--- src/eies_pkg.sv ---
// Purpose: Shared constants for the Ethernet interrupt enable and status block.
// Assumes: AXI4-Lite register access, 32-bit data, one aligned word per register.
// Notes:   Printed offsets are register indices; byte address is four times the index.
package eies_pkg;

  // Register indices as printed, and the derived byte addresses
  localparam logic [7:0]  IDX_MASK       = 8'h90;
  localparam logic [7:0]  IDX_FLAGS      = 8'h92;
  localparam int          ADDR_W         = 12;
  localparam logic [11:0] ADDR_MASK      = {2'h0, IDX_MASK, 2'h0};
  localparam logic [11:0] ADDR_FLAGS     = {2'h0, IDX_FLAGS, 2'h0};

  // Bit positions shared by the enable mask and the status flags
  localparam int BIT_LINK_CHANGE  = 15;
  localparam int BIT_TX_DONE      = 14;
  localparam int BIT_RX_READY     = 13;
  localparam int BIT_RX_OVERRUN   = 11;
  localparam int BIT_TX_STOPPED   = 9;
  localparam int BIT_RX_STOPPED   = 8;
  localparam int BIT_TX_SPACE     = 6;
  localparam int BIT_WAKE_FRAME   = 5;
  localparam int BIT_MAGIC_PACKET = 4;
  localparam int BIT_LINKUP_WAKE  = 3;
  localparam int BIT_ENERGY_WAKE  = 2;
  localparam int BIT_RSVD_RO      = 1;
  localparam int BIT_DELAYED_EN   = 0;
  localparam int WAKE_LO          = 2;
  localparam int WAKE_W           = 4;

  // Reset values and access masks
  localparam logic [15:0] MASK_RESET     = 16'h0000;
  localparam logic [15:0] MASK_WRITABLE  = 16'hFFFD;
  localparam logic [15:0] FLAGS_RESET    = 16'h0300;
  localparam logic [15:0] FLAGS_W1C      = 16'hEB40;
  localparam int          REG_W          = 16;

  // AXI responses
  localparam logic [1:0]  RESP_OKAY      = 2'h0;
  localparam logic [1:0]  RESP_SLVERR    = 2'h2;

endpackage : eies_pkg

--- src/eies_irq_ctrl.sv ---
// Overview of operation
// Mask bit 15 gates link change interrupt.
// Mask bit 14 gates frame transmitted interrupt.
// Mask bit 13 gates frame received interrupt.
// Mask bit 11 gates receive overrun interrupt.
// Mask bit 9 gates transmit stopped interrupt.
// Mask bit 8 gates receive stopped interrupt.
// Mask bit 6 gates transmit space interrupt.
// Mask bit 5 gates wake frame interrupt.
// Mask bit 4 gates magic packet interrupt.
// Mask bit 3 gates linkup wake interrupt.
// Mask bit 2 gates energy wake interrupt.
// Mask bit 0 gates delayed energy interrupt.
// Delayed energy waits for device ready.
// Mask resets zero; bit 1 read-only.
// Pin asserts when enabled flag set.
// Reads never clear; write one clears all but the wake flags.
// Flags latch on event edge until cleared.
// Link change sets on either link edge.
// Transmit done flag sets on completion.
// Receive ready flag sets on frame ready.
// Both stopped flags reset to one.
// Overrun flag latches, cleared by one.
// Flags latch regardless of mask bits.
//
// Purpose: Interrupt mask and sticky status flags with one interrupt pin, AXI4-Lite slave.
// Assumes: Event inputs come from logic on aclk; wake flags are cleared only by pm_wake_clear.
// Notes:   Set wins over clear in the same cycle so no event is ever lost.
`timescale 1ns/1ps
module eies_irq_ctrl #(
  parameter int ADDR_W = eies_pkg::ADDR_W
) (
  input  wire logic              aclk,
  input  wire logic              aresetn,
  input  wire logic [ADDR_W-1:0] s_axi_awaddr,
  input  wire logic [2:0]        s_axi_awprot,
  input  wire logic              s_axi_awvalid,
  output logic                   s_axi_awready,
  input  wire logic [31:0]       s_axi_wdata,
  input  wire logic [3:0]        s_axi_wstrb,
  input  wire logic              s_axi_wvalid,
  output logic                   s_axi_wready,
  output logic [1:0]             s_axi_bresp,
  output logic                   s_axi_bvalid,
  input  wire logic              s_axi_bready,
  input  wire logic [ADDR_W-1:0] s_axi_araddr,
  input  wire logic [2:0]        s_axi_arprot,
  input  wire logic              s_axi_arvalid,
  output logic                   s_axi_arready,
  output logic [31:0]            s_axi_rdata,
  output logic [1:0]             s_axi_rresp,
  output logic                   s_axi_rvalid,
  input  wire logic              s_axi_rready,
  input  wire logic              link_up,
  input  wire logic              tx_done_evt,
  input  wire logic              rx_ready_evt,
  input  wire logic              rx_overrun_evt,
  input  wire logic              tx_stopped_evt,
  input  wire logic              rx_stopped_evt,
  input  wire logic              tx_space_evt,
  input  wire logic              wake_frame_evt,
  input  wire logic              magic_packet_evt,
  input  wire logic              linkup_wake_evt,
  input  wire logic              energy_wake_evt,
  input  wire logic              device_ready,
  input  wire logic [3:0]        pm_wake_clear,
  output logic                   irq_out
);

  localparam int RW = eies_pkg::REG_W;

  typedef struct packed {
    logic [RW-1:0]     mask;
    logic [RW-1:0]     flags;
    logic [RW-1:0]     evt_prev;
    logic              link_prev;
    logic              irq;
    logic              aw_got;
    logic [ADDR_W-1:0] aw_addr;
    logic              w_got;
    logic [31:0]       w_data;
    logic [3:0]        w_strb;
    logic              awready;
    logic              wready;
    logic              bvalid;
    logic [1:0]        bresp;
    logic              arready;
    logic              rvalid;
    logic [1:0]        rresp;
    logic [31:0]       rdata;
  } eies_state_t;

  eies_state_t st_reg;
  eies_state_t st_next;

  logic [RW-1:0] evt_now;
  logic [RW-1:0] set_vec;
  logic [RW-1:0] clr_vec;
  logic [RW-1:0] eff_en;
  logic [RW-1:0] wr_bits;
  logic          wr_fire;
  logic          rd_fire;

  // Gather the edge-sensitive sources into their flag positions
  always_comb begin
    evt_now = '0;
    evt_now[eies_pkg::BIT_TX_DONE]      = tx_done_evt;
    evt_now[eies_pkg::BIT_RX_READY]     = rx_ready_evt;
    evt_now[eies_pkg::BIT_RX_OVERRUN]   = rx_overrun_evt;
    evt_now[eies_pkg::BIT_TX_STOPPED]   = tx_stopped_evt;
    evt_now[eies_pkg::BIT_RX_STOPPED]   = rx_stopped_evt;
    evt_now[eies_pkg::BIT_TX_SPACE]     = tx_space_evt;
    evt_now[eies_pkg::BIT_WAKE_FRAME]   = wake_frame_evt;
    evt_now[eies_pkg::BIT_MAGIC_PACKET] = magic_packet_evt;
    evt_now[eies_pkg::BIT_LINKUP_WAKE]  = linkup_wake_evt;
    evt_now[eies_pkg::BIT_ENERGY_WAKE]  = energy_wake_evt;
  end

  // Rising edge per source; link change fires on both edges of the link level
  genvar gi;
  generate
    for (gi = 0; gi < RW; gi++) begin : g_edge
      if (gi == eies_pkg::BIT_LINK_CHANGE) begin : g_link
        assign set_vec[gi] = link_up ^ st_reg.link_prev;
      end else begin : g_rise
        assign set_vec[gi] = evt_now[gi] & ~st_reg.evt_prev[gi];
      end
    end
  endgenerate

  // Byte-lane merge of the held write data onto a 16-bit register
  assign wr_bits = {st_reg.w_strb[1] ? st_reg.w_data[15:8] : 8'h00,
                    st_reg.w_strb[0] ? st_reg.w_data[7:0]  : 8'h00};
  assign wr_fire = st_reg.aw_got & st_reg.w_got & ~st_reg.bvalid;
  assign rd_fire = s_axi_arvalid & st_reg.arready;

  // Write one clears host-clearable bits; wake bits clear only from power management
  always_comb begin
    clr_vec = '0;
    if (wr_fire && st_reg.aw_addr == eies_pkg::ADDR_FLAGS) begin
      clr_vec = wr_bits & eies_pkg::FLAGS_W1C;
    end
    clr_vec[eies_pkg::WAKE_LO +: eies_pkg::WAKE_W] = pm_wake_clear;
  end

  // Effective enables; delayed energy shares the energy flag but waits for ready
  always_comb begin
    eff_en = st_reg.mask;
    eff_en[eies_pkg::BIT_ENERGY_WAKE] = st_reg.mask[eies_pkg::BIT_ENERGY_WAKE]
      | (st_reg.mask[eies_pkg::BIT_DELAYED_EN] & device_ready);
    eff_en[eies_pkg::BIT_DELAYED_EN] = 1'b0;
    eff_en[eies_pkg::BIT_RSVD_RO]    = 1'b0;
  end

  // Next-state logic for registers, flags and bus channels
  always_comb begin
    st_next           = st_reg;
    st_next.evt_prev  = evt_now;
    st_next.link_prev = link_up;
    // Set after clear so a simultaneous event survives the clear
    st_next.flags     = (st_reg.flags & ~clr_vec) | set_vec;

    // Address and data are taken independently, in either order
    if (s_axi_awvalid && st_reg.awready) begin
      st_next.aw_got  = 1'b1;
      st_next.aw_addr = s_axi_awaddr;
      st_next.awready = 1'b0;
    end
    if (s_axi_wvalid && st_reg.wready) begin
      st_next.w_got  = 1'b1;
      st_next.w_data = s_axi_wdata;
      st_next.w_strb = s_axi_wstrb;
      st_next.wready = 1'b0;
    end

    // Write commit once both halves are held
    if (wr_fire) begin
      st_next.aw_got = 1'b0;
      st_next.w_got  = 1'b0;
      st_next.bvalid = 1'b1;
      st_next.bresp  = eies_pkg::RESP_OKAY;
      if (st_reg.aw_addr == eies_pkg::ADDR_MASK) begin
        st_next.mask = (st_reg.mask & ~eies_pkg::MASK_WRITABLE)
                     | (((st_reg.mask & ~{st_reg.w_strb[1] ? 8'hFF : 8'h00, st_reg.w_strb[0] ? 8'hFF : 8'h00})
                     | wr_bits) & eies_pkg::MASK_WRITABLE);
      end else if (st_reg.aw_addr != eies_pkg::ADDR_FLAGS) begin
        st_next.bresp = eies_pkg::RESP_SLVERR;
      end
    end
    if (st_reg.bvalid && s_axi_bready) begin
      st_next.bvalid  = 1'b0;
      st_next.awready = 1'b1;
      st_next.wready  = 1'b1;
    end

    // Read path; reading the flags has no side effect on them
    if (rd_fire) begin
      st_next.arready = 1'b0;
      st_next.rvalid  = 1'b1;
      st_next.rresp   = eies_pkg::RESP_OKAY;
      st_next.rdata   = 32'h0000_0000;
      if (s_axi_araddr == eies_pkg::ADDR_MASK) begin
        st_next.rdata[RW-1:0] = st_reg.mask;
      end else if (s_axi_araddr == eies_pkg::ADDR_FLAGS) begin
        st_next.rdata[RW-1:0] = st_reg.flags;
      end else begin
        st_next.rresp = eies_pkg::RESP_SLVERR;
      end
    end
    if (st_reg.rvalid && s_axi_rready) begin
      st_next.rvalid  = 1'b0;
      st_next.arready = 1'b1;
    end

    // Pin registered from the next flags so it changes on the same edge as them
    st_next.irq = |(st_next.flags & eff_en);
  end

  // State register with synchronous reset
  always_ff @(posedge aclk) begin
    if (!aresetn) begin
      st_reg           <= '0;
      st_reg.mask      <= eies_pkg::MASK_RESET;
      st_reg.flags     <= eies_pkg::FLAGS_RESET;
      st_reg.evt_prev  <= '1;
      st_reg.link_prev <= 1'b0;
      st_reg.awready   <= 1'b1;
      st_reg.wready    <= 1'b1;
      st_reg.arready   <= 1'b1;
    end else begin
      st_reg <= st_next;
    end
  end

  // Outputs straight from the state register
  assign s_axi_awready = st_reg.awready;
  assign s_axi_wready  = st_reg.wready;
  assign s_axi_bvalid  = st_reg.bvalid;
  assign s_axi_bresp   = st_reg.bresp;
  assign s_axi_arready = st_reg.arready;
  assign s_axi_rvalid  = st_reg.rvalid;
  assign s_axi_rresp   = st_reg.rresp;
  assign s_axi_rdata   = st_reg.rdata;
  assign irq_out       = st_reg.irq;

  logic [RW-1:0] flags_q;
  assign flags_q = st_reg.flags;

  // Enables as the rules read them, kept apart from eff_en so the pin check is independent
  logic [RW-1:0] en_rule;
  always_comb begin
    en_rule = st_reg.mask & ~(16'h0001 << eies_pkg::BIT_DELAYED_EN);
    if (st_reg.mask[eies_pkg::BIT_DELAYED_EN] && device_ready) begin
      en_rule[eies_pkg::BIT_ENERGY_WAKE] = 1'b1;
    end
  end
endmodule : eies_irq_ctrl

--- config.mk ---
export PLATFORM = sky130hd
export DESIGN_NAME = eies_irq_ctrl
export DESIGN_NICKNAME = d
export VERILOG_FILES = /design/src/eies_pkg.sv /design/src/eies_irq_ctrl.sv
export SDC_FILE = /design/constraint.sdc
export NUM_CORES = 1
export LEC_CHECK = 0
export BUFFER_PORTS_ARGS = -buffer_cell sky130_fd_sc_hd__buf_2
export CAP_MARGIN = 20
export CORE_ASPECT_RATIO = 0.6
export CORE_MARGIN = 2
export CORE_UTILIZATION = 39
export CTS_BUF_LIST = sky130_fd_sc_hd__clkbuf_8
export DETAILED_ROUTE_END_ITERATION = 6
export HOLD_SLACK_MARGIN = 0.05
export PLACE_DENSITY = 0.65
export SLEW_MARGIN = 20
export SYNTH_ARGS = -nofsm -noshare
export SYNTH_HDL_FRONTEND = slang
export SYNTH_SLANG_ARGS = --single-unit
--- constraint.sdc ---
create_clock -name aclk -period 1.4 [get_ports aclk]
set_input_delay 0.07 -clock aclk [delete_from_list [all_inputs] [get_ports aclk]]
set_output_delay 0.07 -clock aclk [all_outputs]
set_load 0.01 [all_outputs]
======== Yosys cells after proc, flatten, opt, wreduce, memory -nomap -nowiden ========
Index checks and enable logic that the tools add are counted.
operators by class
  equal/unequal tests ..................... 5
  multiplexer cells ....................... 11
  bitwise operators ....................... 36
  reduce and logical (&&, ||, !) cells .... 10
operators with widths
  kind                    number
  $and A16 B16 Y16        3
  $eq A12 B10 Y1 const B  4
  $mux W16                3
  $mux W8                 4
  $not A16 Y16            2
  $or A16 B16 Y16         2
  $or A2 B16 Y16          1
  $reduce_or A16 Y1       1
  $and A1 B1 Y1           14
  $ne A12 B10 Y1 const B  1
  $not A1 Y1              12
  $mux W2                 4
  $reduce_or A2 Y1        3
  $logic_and A1 B1 Y1     5
  $reduce_and A2 Y1       1
  $or A1 B1 Y1            1
  $xor A1 B1 Y1           1
storage, ports and cells
  flip-flop bits (word level) ............. 101
  bits of input ports ..................... 89
  output and inout port bits .............. 42
  logic and storage cells ................. 80

======== Logic depth before layout (Yosys ltp) ========
Gate-level depths: netlist of run 1.
  depth after elaboration ................. 9
  mapped depth ............................ 7
  gate-level depth less buffers ........... 5

======== Worst setup path after synthesis of run 1 ========
Ideal clock, no wire load.
  kind .................................... register to register
  start point ............................. register st_reg (netlist bit s_axi_bvalid)
  end point ............................... register st_reg (netlist bit eff_en[15])
  setup time .............................. 0.128 ns
  arrival ................................. 1.397 ns
  data required time ...................... 1.272 ns
  setup slack ............................. -0.125 ns
  cell stages (with the launch flop) ...... 8
  path buffers ............................ 2
  path through ............................ dfxtp_1 -> and3b_1 -> and4_1 -> buf_6 -> and3b_1 -> buf_6 -> mux2i_1 -> nor2_1
between the ends
  longest elaborated chain between the ends .. 3
ends and longest elaborated chain
  item                                line                  text
  from (decl)                         eies_irq_ctrl.sv:93   eies_state_t st_reg;
  from (signal assigned)              eies_irq_ctrl.sv:231  st_reg <= st_next;
  $not A1 Y1                          eies_irq_ctrl.sv:134  assign wr_fire = st_reg.aw_got & st_reg.w_got & ~st_reg.bvalid;
  $and A1 B1 Y1                       eies_irq_ctrl.sv:134
  $reduce_and A2 Y1 (no source line)  -
Every way passes these cells.
A chain may end at the register's enable or synchronous reset.

======== Worst setup path in the final report of run 1 ========
  start point ............................. register st_reg[82] (netlist bit)
  end point ............................... register st_reg (netlist bit eff_en[9])
between the ends
  longest elaborated chain between the ends .. 2
ends and longest elaborated chain
  item                                line                  text
  $eq A12 B10 Y1                      eies_irq_ctrl.sv:182  if (st_reg.aw_addr == eies_pkg::ADDR_MASK) begin
  $reduce_and A2 Y1 (no source line)  -
Every way passes these cells.

==> results of run 1 <==
[routing by layer]
| metal | up-vias | part of all wire [%] | global-route usage [%] |
|---|---|---|---|
| li1 | 1671 | - | - |
| met4 | 0 | 0.81 | 3.83 |
| met2 | 67 | 45 | 29.5 |
| met3 | 9 | 5.2 | 5.53 |
| met1 | 1558 | 49 | 23.3 |
| met5 | - | 0 | 0 |
[cells in the final DEF, fill, tap and decap left out, types with 13 or more instances in the layout]
| master | instances |
|---|---|
| a21oi_1 | 50 |
| dlygate4sd3_1 | 48 |
| nor3_1 | 16 |
| inv_1 | 13 |
| dfxtp_1 | 88 |
| buf_2 | 85 |
| nand2b_1 | 13 |
| nor2_1 | 40 |
| buf_4 | 19 |
| nand2_1 | 66 |
| conb_1 | 19 |
| mux2i_1 | 25 |
| o21ai_0 | 13 |
[metrics by stage]
stage               area (µm²)  cells
floorplan                 3850    458
global placement          4250    637
detailed placement        4250    637
CTS                       4920    701
global route              4950    701
finish                    4950    701
[repair_timing]
action / in CTS / in global routing
pin swaps: 8 / 6
setup buffers: 0 / 1
endpoints found under the setup margin: 23 / 24
endpoints found under the hold margin: 50 / 0
resized for setup: 8 / 5
gates cloned: 0 / 0
hold buffers: 48 / 0
[critical path, stage by stage, from the launching register on]
cell and delay (ns):
dfxtp_2 0.34, nor4_4 0.27, and4_4 0.27, and3b_2 0.21, buf_12 0.13, mux2i_2 0.21, nor2_1 0.05
[final timing paths]
path,endpoint,slack (ns)
worst max-delay path,eff_en[9]$_SDFFE_PN0P_,-0.19
worst min-delay path,flags_q[3]$_SDFF_PN0_,0.07
worst max register to register,eff_en[9]$_SDFFE_PN0P_,-0.19
worst min register to register,st_reg[45]$_SDFFE_PN0P_,0.46
[area by class of cell]
cell class	count	area share, %
clock buffers	11	3.06
clock inverters	5	0.581
inverters	13	0.986
multi-input cells	295	32.6
flip-flops and latches	91	36.9
well taps	130	3.29
repair buffers	156	22.6
[cell families after synthesis]
family,after synthesis
AND/OR/NAND/NOR,168
buffers and inverters,72
multiplexers,27
XOR/XNOR,1
other,1
flip-flops,91
AO/OA/AOI/OAI,80
[power by group]
group	leakage, nW	internal [mW]	switching (mW)
logic	1.26	0.292	0.279
clock network	0.0925	0.730	0.906
registers	0.745	2.68	0.0651
==> results.ini, run 1 <==
[status]
status=complete, but fails checks
failed_checks=negative setup slack

[sta]
hold_viol_final=0
setup_viol=21
finClkSkew_ns=0.0127
timing.hold.ws_ns=0.0657
rsz0062_at_grt=yes
worstMarginPinSlew_ns=0.601
period_share_pct=113
layout_setup_ws_ns=-0.188
timing.final.crit_period_ns=1.59
max_freq_mhz=630
fin_tns_setup_ns=-3.11
final-max-slew-violation-count=0
relSlewSlack_pct=59.8

[critical_path]
startpoint=st_reg[82]$_SDFFE_PN0P_
start_kind=register
crit_arrival_ns=1.84
cp-end-kind=register
cp_max_fo=8
critPathRequiredTime_ns=1.65
crit_type=register to register
crit-reg2reg-launch=st_reg[82]$_SDFFE_PN0P_
worst_r2r_path_depth=6

[place]
gp_congestion=0.816
dpl_worst_slack_ns=-0.225
port_buffers=86
dp_hpwl_um=6720

[die]
initial_core_util_pct=40.7
core_area_um2=9290
fp-row-count=27
num_io_pins=131
die_h_um=80.2
dieArea_um2=10500
die_x_um=131

[layout]
drive_gt1_share_pct=23.6
largest_reg_flops=44
regArea_um2=1830
multiInputGateArea_um2=1610
fill_cells=866
fin_nets=655
utilization_pct=53.3
areaGrowthSynthToFinish_pct=31.0
antenna_cells=0

[cts]
cts_tree=done
cts_buffers=9
clk_path_buf_depth=2
clock-sinks=91
clock_tree.root_cell=clkbuf_8
htreeDepth=3
clk_latency_ns=0.37
path_clk_slew_ns=0.08

[pwr]
cellLeakagePower_nw=2.10
power_mw=4.96
powerDensity_nw_per_um2=1000
vdd_drop_max_mv=0.535

[grt]
grt_max_degree=25
overflow=0
grt_pass1_wl_um=14600
grt_pass1_vias=3131
antenna_found_initial=0
grtUsageTotal_pct=17.9

[synth]
ys_async_sr_fraction_pct=0
synthTopCellsByArea=dfxtp_1, buf_4, mux2i_1
synthSimpleGateAreaFrac_pct=20.8
synth_fa_ha_area_share_pct=0
synth_top_area_cell=dfxtp_1
ys_ff_latch=91
synth.distinct_cells=35
synth_xor_area_share_pct=0.232
synthMuxAreaShare_pct=7.19
synth_compound_area_share_pct=11.8
synth_ff_type=dfxtp_1
syn_inst=440
synth-seq-area-share_pct=48.2
synth_top_family_by_area=simple AND/OR/NAND/NOR gates
synth-warning-count=0
synth.top_cell.area_share_pct=48.2
synth_edf_count=0
yosysMostFrequentCell=dfxtp_1
syn_area_um2=3780
synthTopCellsByCount=dfxtp_1, nand2_1, a21oi_1
avgSynthCellArea_um2=8.59

[detailed_routing]
wl_um=9260
via_per_inst=4.71
drc_errors=0
wl_per_cell_um=13.2
drt-initial-drc-count=135
drtPass1Iterations=4
ant_nets=0
num_vias=3305

[worst_hold_path]
hold-path-cell-count=3
worstHoldStart=pm_wake_clear[1]
hold_path.class=primary input to register

[flow_run]
drv_cap=0

Power figures use the tool's default switching activity.
==> run 2, diff against run 1 <==
ABC_AREA = 1   (was default)
PLACE_DENSITY = 0.62   (was 0.65)
clock period = 1.7 ns   (was 1.4 ns; I/O delays follow)
==> run 2 against run 1 <==
Net effect:
- the flow now finishes without violations
- final cell count up 9.8%
- core utilization down 2.0 points
- synthesized cell count up 17%
- power down 10%
- wire length up 2.6%
- clock skew about the same
- critical path depth up 4
- critical endpoint is now eff_en[8]$_SDFFE_PN0P_
==> results.ini, run 2 <==
[sta]
period_share_pct=97.6  ; was 113%
setup_viol=0  ; was 21
hold_viol_final=0  ; unchanged
max_freq_mhz=603  ; was 630 MHz
final-max-slew-violation-count=0  ; unchanged
finClkSkew_ns=0.0123  ; was 0.0127 ns
timing.final.crit_period_ns=1.66  ; was 1.59 ns
worstMarginPinSlew_ns=0.639  ; was 0.601 ns
rsz0062_at_grt=yes  ; unchanged
relSlewSlack_pct=57.3  ; was 59.8%

[layout]
largest_reg_flops=44  ; unchanged
final_common_cell=dfxtp_1  ; unchanged
drive_gt1_share_pct=23.6  ; about the same
fill_cells=934  ; was 866
areaGrowthSynthToFinish_pct=28.7  ; was 31.0%
antenna_cells=0  ; unchanged
final_cells=770  ; was 701
fin_nets=721  ; was 655
mostFrequentLayoutCells=dfxtp_1, buf_2, nand2_1  ; unchanged

[cts]
clock-sinks=91  ; unchanged
clk_latency_ns=0.36  ; was 0.37 ns
path_clk_slew_ns=0.08  ; about the same
cts_tree=done  ; unchanged
clock_tree.root_cell=clkbuf_8  ; unchanged
cts_buffers=9  ; unchanged
clk_path_buf_depth=2  ; unchanged
htreeDepth=3  ; unchanged

[detailed_routing]
drtPass1Iterations=4  ; unchanged
route.met3.wl_um=501  ; was 479 µm
ant_nets=0  ; unchanged
via_per_inst=4.56  ; was 4.71
maxUsedRoutingLayer=met4  ; unchanged
wl_met2_um=4370  ; was 4200 µm
drc_errors=0  ; unchanged
drt-initial-drc-count=139  ; was 135
num_vias=3512  ; was 3305
wl_um=9510  ; was 9260 µm
wl_met1_um=4580  ; was 4510 µm
wl_per_cell_um=12.3  ; was 13.2 µm

[synth]
synthTopCellsByArea=dfxtp_1, nand2_1, nor2_1  ; was dfxtp_1, buf_4, mux2i_1
synth.distinct_cells=31  ; was 35
syn_area_um2=3900  ; was 3780 µm²
synth_edf_count=0  ; unchanged
synth.top_cell.area_share_pct=46.7  ; was 48.2%
ys_async_sr_fraction_pct=0  ; unchanged
synth_top_area_cell=dfxtp_1  ; unchanged
avgSynthCellArea_um2=7.57  ; was 8.59 µm²
ys_ff_latch=91  ; unchanged
syn_inst=515  ; was 440
synth-warning-count=0  ; unchanged
synth-seq-area-share_pct=46.7  ; was 48.2%
yosysMostFrequentCell=dfxtp_1  ; unchanged
synth_ff_type=dfxtp_1  ; unchanged
synthTopCellsByCount=dfxtp_1, nand2_1, nor2_1  ; was dfxtp_1, nand2_1, a21oi_1

[grt]
grt_pass1_vias=3252  ; was 3131
overflow=0  ; unchanged
grt_pass1_wl_um=15300  ; was 14600 µm
grt_max_degree=36  ; was 25
antenna_found_initial=0  ; unchanged
grtUsageTotal_pct=18.0  ; was 17.9%

[worst_hold_path]
hold-path-endpoint=s_axi_rresp[1]$_SDFFE_PN0P_  ; was flags_q[3]$_SDFF_PN0_
worstHoldStart=s_axi_araddr[6]  ; was pm_wake_clear[1]
hold-path-cell-count=4  ; was 3
hold_path.class=primary input to register  ; unchanged

[pwr]
power_switching_mw=1.13  ; was 1.25 mW
swShare_pct=25.4  ; was 25.2%
internal_power_mw=3.31  ; was 3.71 mW
powerDensity_nw_per_um2=886  ; was 1000 nW/µm²
vdd_drop_max_mv=0.420  ; was 0.535 mV
power_mw=4.44  ; was 4.96 mW
seqPwrFrac_pct=52.8  ; was 55.5%
power_frac_comb_pct=13.4  ; was 11.5%
clockPowerShare_pct=33.8  ; was 33.0%
cellLeakagePower_nw=2.45  ; was 2.10 nW

[place]
port_buffers=86  ; unchanged
gp_congestion=0.770  ; was 0.816
dp_hpwl_um=6480  ; was 6720 µm
dp_cells=705  ; was 637

[critical_path]
start_kind=register  ; unchanged
worst_r2r_path_depth=10  ; was 6
critPathRequiredTime_ns=1.94  ; was 1.65 ns
cp-end-kind=register  ; unchanged
crit_arrival_ns=1.90  ; was 1.84 ns
crit-reg2reg-launch=st_reg[84]$_SDFFE_PN0P_  ; was st_reg[82]$_SDFFE_PN0P_
crit_type=register to register  ; unchanged
cp_max_fo=7  ; was 8
rrSetupSlack_ns=0.04  ; was -0.19 ns
regToRegEndpoint=eff_en[8]$_SDFFE_PN0P_  ; was eff_en[9]$_SDFFE_PN0P_

[die]
die_h_um=81.4  ; was 80.2 µm
initial_core_util_pct=39.9  ; was 40.7%
dieArea_um2=10800  ; was 10500 µm²
core_area_um2=9770  ; was 9290 µm²
num_io_pins=131  ; unchanged
die_x_um=133  ; was 131 µm
fp-row-count=28  ; was 27

[status]
status=completed  ; was complete, but fails checks

[flow_run]
drv_cap=0  ; unchanged

==> run 2: cell types whose count changed after synthesis, sizes merged, moves of 13 or more <==
cell / previous run / this run
nand2: 66 / 86
mux2i: 26 / 0
inv: 13 / 71
o21ai: 15 / 44
nor3: 16 / 1
a21oi: 50 / 24
nor2: 40 / 83
nand2b: 13 / 0
==> run 2: metrics by stage <==
| stage | setup slack [ns] | instance area [µm²] | hold slack (ns) | setup TNS (ns) | util, % |
|---|---|---|---|---|---|
| floorplan | 0.102 | 3970 | 0.168 | 0 | - |
| detailed placement | 0.0172 | 4260 | 0.271 | 0 | 43.6 |
| CTS | 0.00173 | 4930 | 0.0917 | 0 | 50.5 |
| finish | 0.0408 | 5010 | 0.110 | 0 | 51.3 |
| global placement | 0.0350 | 4260 | 0.267 | 0 | 43.6 |
| global route | -0.0806 | 5010 | 0.140 | -0.409 | 51.3 |
==> run 2: repair_timing <==
action	4_1_cts	5_1_grt
endpoints found under the setup margin	0	16
setup buffers	0	2
hold buffers	47	0
gates resized for setup	0	12
endpoints found under the hold margin	55	0
==> run 2: logic make-up (layout without fill, tap and decap cells) <==
kind of cell	Yosys count	count (layout)	synth area share, %
AOI/OAI and AO/OA	97	97	14.5
xor gates and xnor gates	1	1	0.225
other	1	19	0.0962
DFF	91	91	46.7
and+or+nand+nor	195	197	21.9
buffers and inverters	130	230	16.5
==> run 2: power groups by stage <==
stage | sequential (mW) | clock, mW | combinational [mW]
after global routing | 2.36 | 1.64 | 0.677
final | 2.35 | 1.50 | 0.595
after detailed placement | 2.39 | 0 | 0.503
after CTS | 2.34 | 1.54 | 0.588
after global placement | 2.39 | 0 | 0.493
after floorplan | 2.37 | 0 | 0.394
==> run 2: worst max path at each step <==
stage,from,end,slack (ns)
finish,st_reg[84]$_SDFFE_PN0P_,eff_en[8]$_SDFFE_PN0P_,0.04
global route,st_reg[84]$_SDFFE_PN0P_,eff_en[15]$_SDFFE_PN0P_,-0.08
CTS,st_reg[87]$_SDFFE_PN0P_,eff_en[6]$_SDFFE_PN0P_,0.002
detailed placement,st_reg[87]$_SDFFE_PN0P_,eff_en[6]$_SDFFE_PN0P_,0.02
global placement,st_reg[88]$_SDFFE_PN0P_,eff_en[6]$_SDFFE_PN0P_,0.03
floorplan,st_reg[88]$_SDFFE_PN0P_,eff_en[15]$_SDFFE_PN0P_,0.10
==> run 2: worst max-delay path: stages (launching register included) <==
cell     delay, ns
dfxtp_1       0.32
inv_1         0.04
nor2_1        0.10
nand2_2       0.10
nor2_8        0.16
inv_4         0.04
nor4_4        0.21
buf_6         0.19
nand3_4       0.16
o21ai_1       0.17
nor2_1        0.05
==> run 2: metal layers <==
| layer | global-route usage (%) | vias up |
|---|---|---|
| li1 | - | 1817 |
| met1 | 23.0 | 1604 |
| met2 | 30.2 | 85 |
| met3 | 6.42 | 6 |
| met4 | 3.23 | 0 |
| met5 | 0 | - |
==> run 2: cell type report <==
cell class,count,area (µm²),area share (%)
sequential,91,1820,36.4
multi-input combinational,314,1560,31.1
timing repair buffer,145,995,19.8
inverter,71,269,5.36
tap,135,169,3.37
clock buffer,12,165,3.29
clock inverter,2,35.0,0.699
